$ cat src/include/dtcca_pkg.sv
// Constants and carrier types for the dual time base capture/compare array.
// Assumes one system clock and a synchronous active-high reset.
package dtcca_pkg;

  localparam int          TB_W         = 16;
  localparam int          TB_NUM       = 2;
  localparam int          CH_NUM       = 16;
  localparam int          DIV_W        = 8;
  localparam int          EDGE_RISE    = 0;
  localparam int          EDGE_FALL    = 1;
  localparam logic [2:0]  STAGGER_LAST = 3'h7;
  localparam logic [15:0] TB_RESET     = 16'h0000;
  localparam logic [15:0] TB_MAX       = 16'hffff;
  localparam logic [15:0] CH_RESET     = 16'h0000;
  localparam logic        PIN_RESET    = 1'h0;

  typedef enum logic [1:0] {
    DTCCA_CMP_IRQ_ALL,
    DTCCA_CMP_TOGGLE,
    DTCCA_CMP_IRQ_ONCE,
    DTCCA_CMP_SET_CLEAR
  } dtcca_cmp_t;

  typedef enum logic [1:0] {
    DTCCA_SRC_PRESCALE,
    DTCCA_SRC_NEIGHBOUR,
    DTCCA_SRC_EXT
  } dtcca_src_t;

  typedef struct packed {
    logic       run;
    dtcca_src_t src;
    logic [2:0] pre;
  } dtcca_tb_cfg_t;

  typedef struct packed {
    logic       capture;
    logic       tb_sel;
    logic [1:0] edge_sel;
    dtcca_cmp_t mode;
    logic       single;
  } dtcca_ch_cfg_t;

endpackage : dtcca_pkg

$ cat src/hw/dtcca_top.sv
// Two reloadable time bases and a capture/compare channel array with one pin each.
// Assumes all inputs synchronous to CLK_SYS_IN; config ports held by the system.
`timescale 1ns/1ps

module dtcca_top
  import dtcca_pkg::*;
#(
  parameter int CH_N = CH_NUM
) (
  input  wire logic                          CLK_SYS_IN,
  input  wire logic                          RESET_IN,
  input  wire logic                          STAGGER_IN,
  input  wire dtcca_tb_cfg_t [TB_NUM-1:0]    TB_CFG_IN,
  input  wire logic [TB_NUM-1:0][TB_W-1:0]   TB_RELOAD_IN,
  input  wire logic                          NEIGHBOUR_TIMER_OVERFLOW_SOURCE_IN,
  input  wire logic                          EXT_COUNT_IN,
  input  wire dtcca_ch_cfg_t [CH_N-1:0]      CH_CFG_IN,
  input  wire logic [CH_N-1:0]               CH_WR_IN,
  input  wire logic [TB_W-1:0]               CH_WDATA_IN,
  input  wire logic [CH_N/2-1:0]             DOUBLE_IN,
  input  wire logic [CH_N-1:0]               CH_PIN_IN,
  output wire logic [CH_N-1:0]               CH_PIN_OUT,
  output wire logic [CH_N-1:0]               CH_PIN_OE_OUT,
  output wire logic [CH_N-1:0]               CH_IRQ_OUT,
  output wire logic [CH_N-1:0][TB_W-1:0]     CH_VALUE_OUT,
  output wire logic [TB_NUM-1:0][TB_W-1:0]   TB_VALUE_OUT,
  output wire logic [TB_NUM-1:0]             TB_OVF_OUT
);

  localparam int H = CH_N / 2;

  if (CH_N < 2 || CH_N > CH_NUM || (CH_N % 2) != 0) begin : gen_chk
    $error("CH_N must be even and between 2 and 16");
  end

  function automatic logic presc_hit(input logic [DIV_W-1:0] d, input logic [2:0] k);
    logic [DIV_W-1:0] m;
    m = (DIV_W'(1) << k) - DIV_W'(1);
    return (d & m) == m;
  endfunction : presc_hit

  //////////////////////////////////////////////////////////////////////////////
  // Shared prescaler, stagger phase, external count edge

  logic [DIV_W-1:0] div;
  logic [2:0]       phase;
  logic             ext_q;
  wire              ext_rise   = EXT_COUNT_IN & ~ext_q;
  wire              slot_open  = ~STAGGER_IN | (phase == STAGGER_LAST);

  always_ff @(posedge CLK_SYS_IN) begin
    if (RESET_IN) begin
      div   <= '0;
      phase <= '0;
      ext_q <= 1'h0;
    end else begin
      div   <= div + DIV_W'(1);
      phase <= phase + 3'h1;
      ext_q <= EXT_COUNT_IN;
    end
  end

  //////////////////////////////////////////////////////////////////////////////
  // Time bases

  logic [TB_NUM-1:0][TB_W-1:0] tb_value;
  logic [TB_NUM-1:0]           tb_tick;
  logic [TB_NUM-1:0]           tb_ovf;
  logic [TB_NUM-1:0]           tb_upd;

  for (genvar t = 0; t < TB_NUM; t++) begin : gen_tb
    logic [TB_W-1:0] value;
    logic            upd;
    logic            src_tick;

    always_comb begin
      unique case (TB_CFG_IN[t].src)
        DTCCA_SRC_PRESCALE:  src_tick = presc_hit(div, TB_CFG_IN[t].pre);
        DTCCA_SRC_NEIGHBOUR: src_tick = NEIGHBOUR_TIMER_OVERFLOW_SOURCE_IN;
        DTCCA_SRC_EXT:       src_tick = (t == 0) & ext_rise;
        default:             src_tick = 1'h0;
      endcase
    end

    // Stagger gating also drops neighbour/external ticks outside the slot
    assign tb_tick[t] = TB_CFG_IN[t].run & src_tick & slot_open;
    assign tb_ovf[t]  = tb_tick[t] & (value == TB_MAX);

    always_ff @(posedge CLK_SYS_IN) begin
      if (RESET_IN) begin
        value <= TB_RESET;
        upd   <= 1'h0;
      end else begin
        upd <= tb_tick[t];
        if (tb_ovf[t]) begin
          value <= TB_RELOAD_IN[t];
        end else if (tb_tick[t]) begin
          value <= value + TB_W'(1);
        end
      end
    end

    assign tb_value[t]     = value;
    assign tb_upd[t]       = upd;
    assign TB_VALUE_OUT[t] = value;
    assign TB_OVF_OUT[t]   = tb_ovf[t];
  end

  //////////////////////////////////////////////////////////////////////////////
  // Channel array

  logic [CH_N-1:0] match_evt;
  logic [CH_N-1:0] cap_evt;
  logic [CH_N-1:0] done_vec;
  logic [CH_N-1:0] spent_vec;

  for (genvar i = 0; i < CH_N; i++) begin : gen_ch
    logic [TB_W-1:0] value;
    logic            pin_q;
    logic            pin;
    logic            done;
    logic            spent;
    logic            irq;
    logic            dbl_lead;
    logic            dbl_part;
    logic            part_match;
    logic            next_pin;

    wire dtcca_ch_cfg_t cfg  = CH_CFG_IN[i];
    wire                tsel = cfg.tb_sel;
    wire [TB_W-1:0]     tnow = tb_value[tsel];
    wire                rise = CH_PIN_IN[i] & ~pin_q;
    wire                fall = ~CH_PIN_IN[i] & pin_q;
    wire                once = (cfg.mode == DTCCA_CMP_IRQ_ONCE) | (cfg.mode == DTCCA_CMP_SET_CLEAR);
    wire                m3   = cfg.mode == DTCCA_CMP_SET_CLEAR;

    if (i < H) begin : gen_lead
      assign dbl_lead   = DOUBLE_IN[i];
      assign dbl_part   = 1'h0;
      assign part_match = match_evt[i+H];
    end else begin : gen_part
      assign dbl_lead   = 1'h0;
      assign dbl_part   = DOUBLE_IN[i-H];
      assign part_match = 1'h0;
    end

    assign cap_evt[i] = cfg.capture &
                        ((cfg.edge_sel[EDGE_RISE] & rise) | (cfg.edge_sel[EDGE_FALL] & fall));
    // Checked only on the cycle after a tick, so one hit per timer value
    assign match_evt[i] = ~cfg.capture & tb_upd[tsel] & (tnow == value)
                          & ~spent
                          & ~(once & done);

    wire toggle = dbl_lead ? (match_evt[i] | part_match)
                           : (cfg.mode == DTCCA_CMP_TOGGLE) & match_evt[i];

    always_comb begin
      next_pin = pin;
      if (!cfg.capture) begin
        if (toggle) begin
          next_pin = ~pin;
        end else if (m3 & match_evt[i]) begin
          next_pin = 1'h1;
        end else if (m3 & tb_ovf[tsel]) begin
          next_pin = 1'h0;
        end
      end
    end

    always_ff @(posedge CLK_SYS_IN) begin
      if (RESET_IN) begin
        value <= CH_RESET;
        pin_q <= 1'h0;
        pin   <= PIN_RESET;
        done  <= 1'h0;
        spent <= 1'h0;
        irq   <= 1'h0;
      end else begin
        pin_q <= CH_PIN_IN[i];
        pin   <= next_pin;
        irq   <= cap_evt[i] | match_evt[i];
        // Capture beats a same-cycle software write
        if (cap_evt[i]) begin
          value <= tnow;
        end else if (CH_WR_IN[i]) begin
          value <= CH_WDATA_IN;
        end
        if (match_evt[i]) begin
          done <= 1'h1;
        end else if (tb_ovf[tsel]) begin
          done <= 1'h0;
        end
        if ((match_evt[i] | cap_evt[i]) & cfg.single) begin
          spent <= 1'h1;
        end else if (CH_WR_IN[i]) begin
          spent <= 1'h0;
        end
      end
    end

    assign CH_VALUE_OUT[i]  = value;
    assign CH_PIN_OUT[i]    = pin;
    assign CH_IRQ_OUT[i]    = irq;
    // Mode 0 and 2 leave the pin to the port, except on the lead channel of a double pair
    assign CH_PIN_OE_OUT[i] = ~cfg.capture & ~dbl_part &
                              (dbl_lead | (cfg.mode == DTCCA_CMP_TOGGLE) | m3);
    assign done_vec[i]      = done;
    assign spent_vec[i]     = spent;
  end
endmodule : dtcca_top

$ cat config.mk
export PLATFORM = sky130hd
export DESIGN_NAME = dtcca_top
export DESIGN_NICKNAME = d
export VERILOG_FILES = /design/src/include/dtcca_pkg.sv /design/src/hw/dtcca_top.sv
export SDC_FILE = /design/constraint.sdc
export NUM_CORES = 1
export LEC_CHECK = 0
export ABC_AREA = 0
export BUFFER_PORTS_ARGS = -buffer_cell sky130_fd_sc_hd__buf_4
export CAP_MARGIN = 15
export CORE_MARGIN = 4
export CORE_UTILIZATION = 49
export CTS_BUF_LIST = sky130_fd_sc_hd__clkbuf_4 sky130_fd_sc_hd__clkbuf_8
export CTS_CLUSTER_SIZE = 25
export DETAILED_ROUTE_END_ITERATION = 8
export PLACE_DENSITY = 0.74
export SYNTH_ARGS = -nofsm -noshare
export SYNTH_HDL_FRONTEND = slang
export SYNTH_SLANG_ARGS = --single-unit
export TNS_END_PERCENT = 20
$ cat constraint.sdc
create_clock -name CLK_SYS_IN -period 4 [get_ports CLK_SYS_IN]
set_input_delay 0.8 -clock CLK_SYS_IN [delete_from_list [all_inputs] [get_ports CLK_SYS_IN]]
set_output_delay 0.8 -clock CLK_SYS_IN [all_outputs]
set_load 0.03 [all_outputs]
## Word level (Yosys, flattened, before mapping)

Index checks and enable logic that the tools add are counted.

| word-level totals | value |
|---|---|
| flip-flop bits (word level) | 382 |
| output and inout bits | 338 |
| word-level logic and storage cells | 981 |

| operators by class | value |
|---|---|
| $add $sub $neg | 6 |
| order comparisons | 16 |
| eq/ne operators | 72 |
| shift operators | 2 |
| mux-type cells | 254 |
| bitwise logic cells | 444 |
| reductions and logical operators | 84 |

Operator list:

| kind | number |
|---|---|
| two-way mux 16 bit | 68 |
| == test 16 bit | 16 |
| bitwise AND 1 bit | 255 |
| two-way mux 1 bit | 184 |
| inverter 1 bit | 106 |
| nonzero test 2 bit | 50 |
| bitwise OR 1 bit | 81 |
| == test 2 bit (second input constant) | 33 |
| nonzero test 3 bit | 16 |
| == test 2 x 1 -> 1 bit (second input constant) | 18 |
| adder 16 x 1 -> 16 bit (second input constant) | 2 |
| == test 16 bit (second input constant) | 2 |
| less-than comparator 1 x 2 -> 1 bit (second input constant) | 16 |
| AND reduction 2 bit | 16 |
| bitwise AND 8 bit | 2 |
| == test 8 bit | 2 |
| left shift 1 x 3 -> 8 bit (first input constant) | 2 |
| subtractor 8 x 2 -> 8 bit (second input constant) | 2 |
| adder 8 x 1 -> 8 bit (second input constant) | 1 |
| logical NOT 2 bit | 2 |
| adder 3 x 1 -> 3 bit (second input constant) | 1 |
| == test 3 bit (second input constant) | 1 |
| one-hot mux 1 bit (3 select lines) | 1 |
| one-hot mux 1 bit (2 select lines) | 1 |

## Longest topological paths before layout

Gate-level depths: netlist (run 1).

| depth | value |
|---|---|
| depth after elaboration | 14 |
| mapped depth | 14 |

## Worst setup path after synthesis (run 1)

OpenSTA, ideal clock, no wires.

| timing path | value |
|---|---|
| kind | input port to output port |
| start | in TB_CFG_IN[2] (netlist bit) |
| end | out TB_OVF_OUT[0] |
| arrival | 2.855 ns |
| data required time | 3.200 ns |
| slack | 0.345 ns |
| cell stages on the path | 10 |
| buffers on the path | 2 |
| cell sequence | nor3_1 inv_1 ha_1 a22o_1 a2111oi_2 a31o_2 buf_2 nand2_1 buf_2 inv_1 |

| between the ends | value |
|---|---|
| longest elaborated chain between the ends | 8 |

RTL lines:

| item | RTL line | RTL |
|---|---|---|
| from (decl) | dtcca_top.sv:13 | `input wire dtcca_tb_cfg_t [TB_NUM-1:0] TB_CFG_IN,` |
| left shift 1 x 3 -> 8 bit (*) | dtcca_top.sv:38 | `m = (DIV_W'(1) << k) - DIV_W'(1);` |
| subtractor 8 x 2 -> 8 bit (*) | dtcca_top.sv:38 |  |
| bitwise AND 8 bit | dtcca_top.sv:39 | `return (d & m) == m;` |
| == test 8 bit (*) | dtcca_top.sv:39 |  |
| one-hot mux 1 bit (3 select lines) (*) | dtcca_top.sv:77 | `unique case (TB_CFG_IN[t].src)` |
| bitwise AND 1 bit (*) (2 in a row) | dtcca_top.sv:86 | `assign tb_tick[t] = TB_CFG_IN[t].run & src_tick & slot_open;` |
| bitwise AND 1 bit (*) | dtcca_top.sv:87 | `assign tb_ovf[t] = tb_tick[t] & (value == TB_MAX);` |
| to (decl) | dtcca_top.sv:27 | `output wire logic [TB_NUM-1:0] TB_OVF_OUT` |

Mark *: on every way between the ends. The rest lies on a longest branch, timed or not.

## Worst setup path in the final report (run 1)

| timing path | value |
|---|---|
| start | reg gen_tb[0].value[6] |
| end | out TB_OVF_OUT[0] |

| between the ends | value |
|---|---|
| longest elaborated chain between the ends | 2 |

RTL lines:

| item | RTL line | RTL |
|---|---|---|
| from (decl) | dtcca_top.sv:72 | `logic [TB_W-1:0] value;` |
| from (signal assigned) | dtcca_top.sv:96 | `value <= TB_RELOAD_IN[t];` |
| from (signal assigned) | dtcca_top.sv:98 | `value <= value + TB_W'(1);` |
| == test 16 bit | dtcca_top.sv:87 |  |
| bitwise AND 1 bit | dtcca_top.sv:87 |  |

Every way passes these cells.

==> results of run 1 <==
[routing by layer]
layer | vias to the layer above | part of all wire, %
met4 | 8 | 7.1
met2 | 1833 | 43
li1 | 10900 | -
met5 | - | 0.048
met1 | 12000 | 38
met3 | 473 | 12
[sequential cells by signal, indices dropped and copies added (netlist names)]
| register | count |
|---|---|
| gen_ch.done | 16 |
| gen_tb.value | 32 |
| gen_ch.pin_q | 16 |
| ext_q | 1 |
| gen_tb.upd | 2 |
| gen_ch.spent | 16 |
| gen_ch.irq | 16 |
| phase | 3 |
| gen_ch.value | 256 |
| gen_ch.pin | 16 |
| div | 7 |
[path summary, 6_finish.rpt]
| check | depth (start not counted) | slack, ps | from | to |
|---|---|---|---|---|
| worst max-delay path | 7 | 240 | gen_tb[0].value[6] | TB_OVF_OUT[0] |
| worst min-delay path | 2 | 330 | CH_CFG_IN[71] | gen_ch[10].pin |
| worst max register to register | 9 | 660 | gen_tb[1].upd | gen_ch[7].pin |
| worst min register to register | 1 | 440 | phase[0] | phase[0] |
[layout by cell type, fill, tap and decap left out, drive strengths merged, types with 8 or more instances in the layout]
master	n
xnor2	182
nand3	52
a31oi	20
clkbuf	117
xor2	80
nand3b	26
dfxtp	381
inv	36
a211oi	524
o21a	10
a21oi	41
mux2i	288
a22o	20
nor2	138
nand4	18
nor4	55
diode	8
nand2b	10
or3	11
buf	629
and2	13
o21ai	35
nor2b	285
a2111oi	16
nor3	22
nand2	72
and3	15
[report_power, final]
| part | internal (W) | switching (W) |
|---|---|---|
| clock | 0.00229 | 0.00181 |
| sequential | 0.00402 | 0.000248 |
| combinational | 0.000940 | 0.00141 |
[through the flow]
| step | cell area [um2] | worst slack [ps] | total power (W) | utilization, % |
|---|---|---|---|---|
| after floorplan | 24000 | 345 | 0.00571 | - |
| after global placement | 28200 | 386 | 0.00658 | 58.7 |
| after detailed placement | 28200 | 268 | 0.00663 | 58.7 |
| after CTS | 29700 | 274 | 0.0106 | 61.8 |
| after global routing | 29800 | 165 | 0.0110 | 62.0 |
| final | 29800 | 244 | 0.0107 | 62.0 |
[cell families (layout without fill, tap and decap cells)]
| family | count (synthesis) | count (layout) | synth area share (%) |
|---|---|---|---|
| DFF | 381 | 381 | 31.7 |
| buffers and inverters | 362 | 787 | 6.59 |
| AOI/OAI and AO/OA | 724 | 724 | 22.2 |
| adders and majority gates | 7 | 7 | 0.364 |
| muxes | 295 | 295 | 12.3 |
| xor gates and xnor gates | 262 | 262 | 9.54 |
| and+or+nand+nor | 741 | 741 | 17.2 |
| other | 0 | 8 | 0 |
[final cells by class]
| cell class | instances | area (um2) | share of cell area (%) |
|---|---|---|---|
| Antenna cell | 8 | 20.0 | 0.0671 |
| Clock inverter | 6 | 36.3 | 0.122 |
| Multi-Input combinational cell | 2029 | 14900 | 49.8 |
| Clock buffer | 117 | 1460 | 4.89 |
| Sequential cell | 381 | 7670 | 25.7 |
| Tap cell | 656 | 821 | 2.75 |
| Timing Repair Buffer | 629 | 4860 | 16.3 |
| Inverter | 35 | 131 | 0.440 |
==> results by group, run 1 <==
Run status
  • Outcome: finished clean

Pwr
  • Leak Pwr: ~12 nW
  • Cell Pwr Density: 359 nW/um2
  • Maximum vdd drop: 0.251 mV

Routing
  • Avg WL per Cell: about 28 um
  • Detailed Route WL: 110 mm
  • Vias per cell: 6.54
  • Router iterations before antenna repair: 5
  • DRC errors left: 0
  • Via count: around 25000
  • Final ANT Viol Nets: 0
  • Iter 0 DRT Violations: 3309

Floorplanning
  • CORE AREA: slightly below 50000 um2
  • Die Width: 230 um
  • Die ar.: 52700 um2
  • # IOs: 555
  • Site Rows: 80
  • Die H: 230 um
  • Initial Utilization: 49.9%

Synth
  • Area contributors post-synth: dfxtp_1, a211oi_1, mux2i_1
  • Count of cell types in the netlist: 70
  • Synth cell count leaders: a211oi_1, dfxtp_1, mux2i_1, nor2b_1, clkbuf_1
  • Syn. warnings: 0
  • Synth Cell Area: 24000 um2
  • Count leader, synth: a211oi_1
  • Syn_nets: between 2000 and 3000
  • Async SR Flop Fraction: 0%
  • Synth Area per Inst: 8.67 um2
  • Mapped Cells: ~2800
  • EDFF count, synth: 0
  • Top_reg_cell synth: dfxtp_1
  • Cell type with the largest total area after synthesis: dfxtp_1
  • Share of the synthesized area in the top cell type: 31.7%
  • Sequential area share after synthesis: 31.7%
  • Post-synthesis register bit count: 381

Timing
  • Actual slew at the worst max-slew pin: 1190 ps
  • Final setup viols: 0
  • RSZ-0062 raised after global routing: no
  • Setup Skew: 35.5 ps
  • Setup TNS: 0 ps
  • Final Max Slew Viols: 0
  • Hold slack: 328 ps
  • Tcrit/Tclk final: between 90% and 100%
  • Min Clock Period, post-route: approximately 3800 ps
  • Max Clk Rate: between 0.2 and 0.3 GHz
  • Worst slew margin: 20.6%
  • Final hold violation count: 0

Flow run
  • Max Cap Violations: 0

Clock network
  • CTS clk-pin slew, worst paths: ~60 ps
  • Bufs on Longest Clock Path: 3
  • CTS tree: yes
  • Post-cts sizing count: 0
  • Total CTS buffers: a little over 70
  • # clock sinks: 381
  • Clk_lat worst skew: 690 ps
  • H-tree levels: 3
  • Root Buffer: clkbuf_8
  • Setup Buffers After CTS: 0
  • CTS Hold Bufs: 0

Global routing
  • Most crowded layer after global routing: met2
  • Total GRT Usage: 39.2%
  • Met1 usage: 49.7%
  • Congestion Overflow GR: 0
  • Initial antenna violation count: 12
  • Vias in the first global route: between 20000 and 25000
  • Largest net degree at the start of global routing: 78
  • Global-route wire length before repair: ~160 mm
  • M3 GR Usage: 11.3%
  • Met2 Use GR: 59.0%

Worst setup path
  • Setup CP Type: reg2out
  • Endpoint class of the critical path: output port
  • Worst path required time: 3200 ps
  • Slowest Stage Delay on Critical Path: 590 ps
  • CP max-delay cell: dfxtp_2
  • Critical path's most frequent cell: buf_4
  • Largest delay share family, worst path: simple AND/OR/NAND/NOR gates
  • Bufs and invs on worst path: 3
  • Cells along the critical path: and4_1 > nand4_1 > nor3_1 > buf_4 > nand2_1 > inv_1 > buf_4
  • WP data arrival: 2960 ps
  • CP Launch Type: flop
  • Critical-path maximum fanout: 12

Layout
  • Layout cell share with drive strength beyond 1: between 20% and 30%
  • Fill count: 4109
  • Final cell count without fillers: 3861
  • Net count, final: around 3400
  • Area added between synthesis and finish: 24.1%

Worst hold path
  • Worst Hold Class: in2reg

Placement
  • Dpl hpwl: 71.7 mm
  • IO Port Bufs: 554
  • Routability cong.: approximately 0.93
  • Placed insts: 3726
Note: power is estimated with default switching activity, not from simulation.
==> inputs of run 2 (changes only) <==
--- a/config.mk
+++ b/config.mk
@@ -13,6 +13,7 @@
 export CTS_BUF_LIST = sky130_fd_sc_hd__clkbuf_4 sky130_fd_sc_hd__clkbuf_8
 export CTS_CLUSTER_SIZE = 25
 export DETAILED_ROUTE_END_ITERATION = 8
+export GPL_TIMING_DRIVEN = 0
 export PLACE_DENSITY = 0.74
 export SYNTH_ARGS = -nofsm -noshare
 export SYNTH_HDL_FRONTEND = slang
==> results by group, run 2 (synthesis gave the netlist of run 1 again) <==
Flow run
  • Max Cap Violations: 0 (unchanged)

Clock network
  • # clock sinks: 381 (unchanged)
  • CTS tree: yes (unchanged)
  • Root Buffer: clkbuf_8 (unchanged)
  • CTS Hold Bufs: 0 (unchanged)
  • H-tree levels: 3 (unchanged)
  • Total CTS buffers: 71 (unchanged)
  • CTS clk-pin slew, worst paths: 60 ps (about the same)
  • Clk_lat worst skew: 690 ps (about the same)
  • Bufs on Longest Clock Path: 3 (unchanged)

Timing
  • Max Clk Rate: 0.244 GHz (was 0.266 GHz)
  • Worst slew margin: 8.83% (was 20.6%)
  • Worst setup margin: -94.4 ps (was 244 ps)
  • Tcrit/Tclk final: 102% (was 93.9%)
  • RSZ-0062 raised after global routing: yes (was no)
  • Final Max Slew Viols: 0 (unchanged)
  • Final setup viols: 8 (was 0)
  • Final hold violation count: 0 (unchanged)
  • Min Clock Period, post-route: 4090 ps (was 3760 ps)
  • Setup Skew: 33.8 ps (was 35.5 ps)
  • Actual slew at the worst max-slew pin: 1370 ps (was 1190 ps)

Layout
  • Fin area: 30900 um2 (was 29800 um2)
  • Commonest non-fill, non-tap cell in the layout: buf_4 (unchanged)
  • Net count, final: 3613 (was 3371)
  • Reg with most FFs: gen_ch.value (unchanged)
  • Layout cell share with drive strength beyond 1: 23.8% (was 25.5%)
  • Fill count: 4159 (was 4109)
  • Max FFs per register: 256 (unchanged)
  • Area added between synthesis and finish: 28.3% (was 24.1%)
  • Top Registers: gen_ch.value (256), gen_tb.value (32) (unchanged)
  • Commonest non-fill, non-tap cells in the layout: buf_4, a211oi_1, dfxtp_1 (unchanged)

Routing
  • Vias per cell: 6.75 (was 6.54)
  • Iter 0 DRT Violations: 3857 (was 3309)
  • Final ANT Viol Nets: 0 (unchanged)
  • Top sig layer: met5 (unchanged)
  • WL met1: 48.6 mm (was 41.4 mm)
  • Via count: 27700 (was 25200)
  • Avg WL per Cell: 33.0 um (was 28.5 um)
  • Detailed Route WL: 135 mm (was 110 mm)
  • Router iterations before antenna repair: 7 (was 5)
  • Routed met3 length: 20.4 mm (was 13.7 mm)
  • DRC errors left: 0 (unchanged)
  • WL met2: 53.7 mm (was 47.1 mm)

Global routing
  • Largest net degree at the start of global routing: 11 (was 78)
  • Vias in the first global route: 26500 (was 24000)
  • Initial antenna violation count: 10 (was 12)
  • Congestion Overflow GR: 0 (unchanged)
  • Total GRT Usage: 48.4% (was 39.2%)
  • Global-route wire length before repair: 188 mm (was 157 mm)

Pwr
  • Psw: 0.00374 W (was 0.00346 W)
  • Internal Power: 0.00725 W (about the same)
  • Comb pwr share: 23.2% (was 21.9%)
  • Maximum vdd drop: 0.286 mV (was 0.251 mV)
  • Net Sw Frac: 34.0% (was 32.3%)
  • Leak Pwr: 12.3 nW (was 11.8 nW)
  • Flop pwr share: 39.1% (was 39.8%)
  • Cell Pwr Density: 356 nW/um2 (was 359 nW/um2)
  • Clock Power Share: 37.7% (was 38.2%)

Worst setup path
  • Flop-to-flop setup slack: -90 ps (was 660 ps)
  • Worst path required time: 4570 ps (was 3200 ps)
  • CP Launch Type: flop (unchanged)
  • Endpoint class of the critical path: flop (was output port)
  • Register-to-Register Path Depth: 9 (unchanged)
  • Critical-path maximum fanout: 10 (was 12)
  • Setup CP Type: reg2reg (was reg2out)
  • CP max-delay cell: nor3_4 (was dfxtp_2)
  • Worst reg2reg startpoint: gen_tb[1].value[8] (was gen_tb[1].upd)
  • FF-to-FF End: gen_ch[12].pin (was gen_ch[7].pin)
  • Slowest Stage Delay on Critical Path: 550 ps (was 590 ps)
  • Cells along the critical path: clkbuf_2 > and3_1 > nand4_1 > nor3_4 > nand2_1 > buf_4 > mux2i_1 > a31oi_1 > o21a_1 (was and4_1 > nand4_1 > nor3_1 > buf_4 > nand2_1 > inv_1 > buf_4)
  • Critical Path Start: gen_tb[1].value[8] (was gen_tb[0].value[6])
  • WP data arrival: 4660 ps (was 2960 ps)

Worst hold path
  • Worst hold endpoint: gen_ch[10].pin (unchanged)
  • Hold Path Cell Cnt: 2 (unchanged)
  • HP Start: CH_CFG_IN[71] (unchanged)
  • Worst Hold Class: in2reg (unchanged)

Placement
  • Routability cong.: 1.07 (was 0.930)
  • Dpl hpwl: 97.0 mm (was 71.7 mm)
  • DP Area: 29100 um2 (was 28200 um2)
  • Pre-CTS setup slack: -1060 ps (was 268 ps)
  • IO Port Bufs: 519 (was 554)

Floorplanning
  • Die Width: 230 um (unchanged)
  • Die H: 230 um (unchanged)
  • Die ar.: 52700 um2 (unchanged)
  • Site Rows: 80 (unchanged)
  • Initial Utilization: 49.9% (unchanged)
  • # IOs: 555 (unchanged)
  • CORE AREA: 48100 um2 (unchanged)

Run status
  • Outcome: finished, violations left (was finished clean)
  • Violated checks: setup timing
run 2: stage by stage:
| stage | total power, W | instances | util [%] | hold WS, ps | TNS [ps] |
|---|---|---|---|---|---|
| floorplan | 0.00571 | 2772 | - | 399 | 0 |
| global placement | 0.00674 | 3947 | 59.7 | 412 | -24080 |
| detailed placement | 0.00681 | 3970 | 60.5 | 411 | -19430 |
| CTS | 0.0108 | 4092 | 63.8 | 314 | -61.3 |
| global route | 0.0112 | 4096 | 64.1 | 335 | -63.0 |
| finish | 0.0110 | 4103 | 64.1 | 333 | -454 |
run 2: routing by layer:
metal | GRT usage (%) | up-vias
met5 | 0 | -
met4 | 35.6 | 4
met3 | 18.5 | 700
met2 | 68.1 | 2534
met1 | 60.0 | 13100
li1 | - | 11400
run 2: critical path, delay by kind of cell, from the launching register on:
family | cells | cell delay [ps]
mux | 1 | 430
flops | 1 | 510
compound gates | 2 | 320
simple gates | 4 | 1780
buf+inv | 2 | 920
run 2: worst max-delay path by stage:
stage | endpoint | slack (ps) | cells past startpoint
finish | gen_ch[12].pin | -90 | 9
global route | TB_OVF_OUT[0] | -60 | 12
CTS | TB_OVF_OUT[0] | -60 | 8
detailed placement | TB_OVF_OUT[0] | -1060 | 8
global placement | gen_ch[6].pin | -1110 | 10
floorplan | TB_OVF_OUT[0] | 350 | 10
run 2: layout make-up:
type,count,area [um2],share of cell area (%)
Antenna cell,9,22.5,0.0730
Buffer,326,1560,5.06
Clock buffer,112,1430,4.63
Clock inverter,10,57.6,0.187
Inverter,35,131,0.426
Multi-Input combinational cell,2029,14900,48.4
Sequential cell,381,7630,24.7
Tap cell,656,821,2.66
Timing Repair Buffer,545,4270,13.8
run 2: power groups by stage:
stage,Clock (W),Combinational [W],Sequential [W]
after floorplan,0,0.00107,0.00464
after global placement,0,0.00239,0.00435
after detailed placement,0,0.00245,0.00435
after CTS,0.00408,0.00247,0.00428
after global routing,0.00425,0.00263,0.00430
final,0.00414,0.00255,0.00429
run 2: timing repair:
action,in CTS,in global routing
setup endpoints to repair,40,32
hold endpoints to repair,0,0
buffers inserted,0,1
resized for setup,48,33
pin swaps,0,1
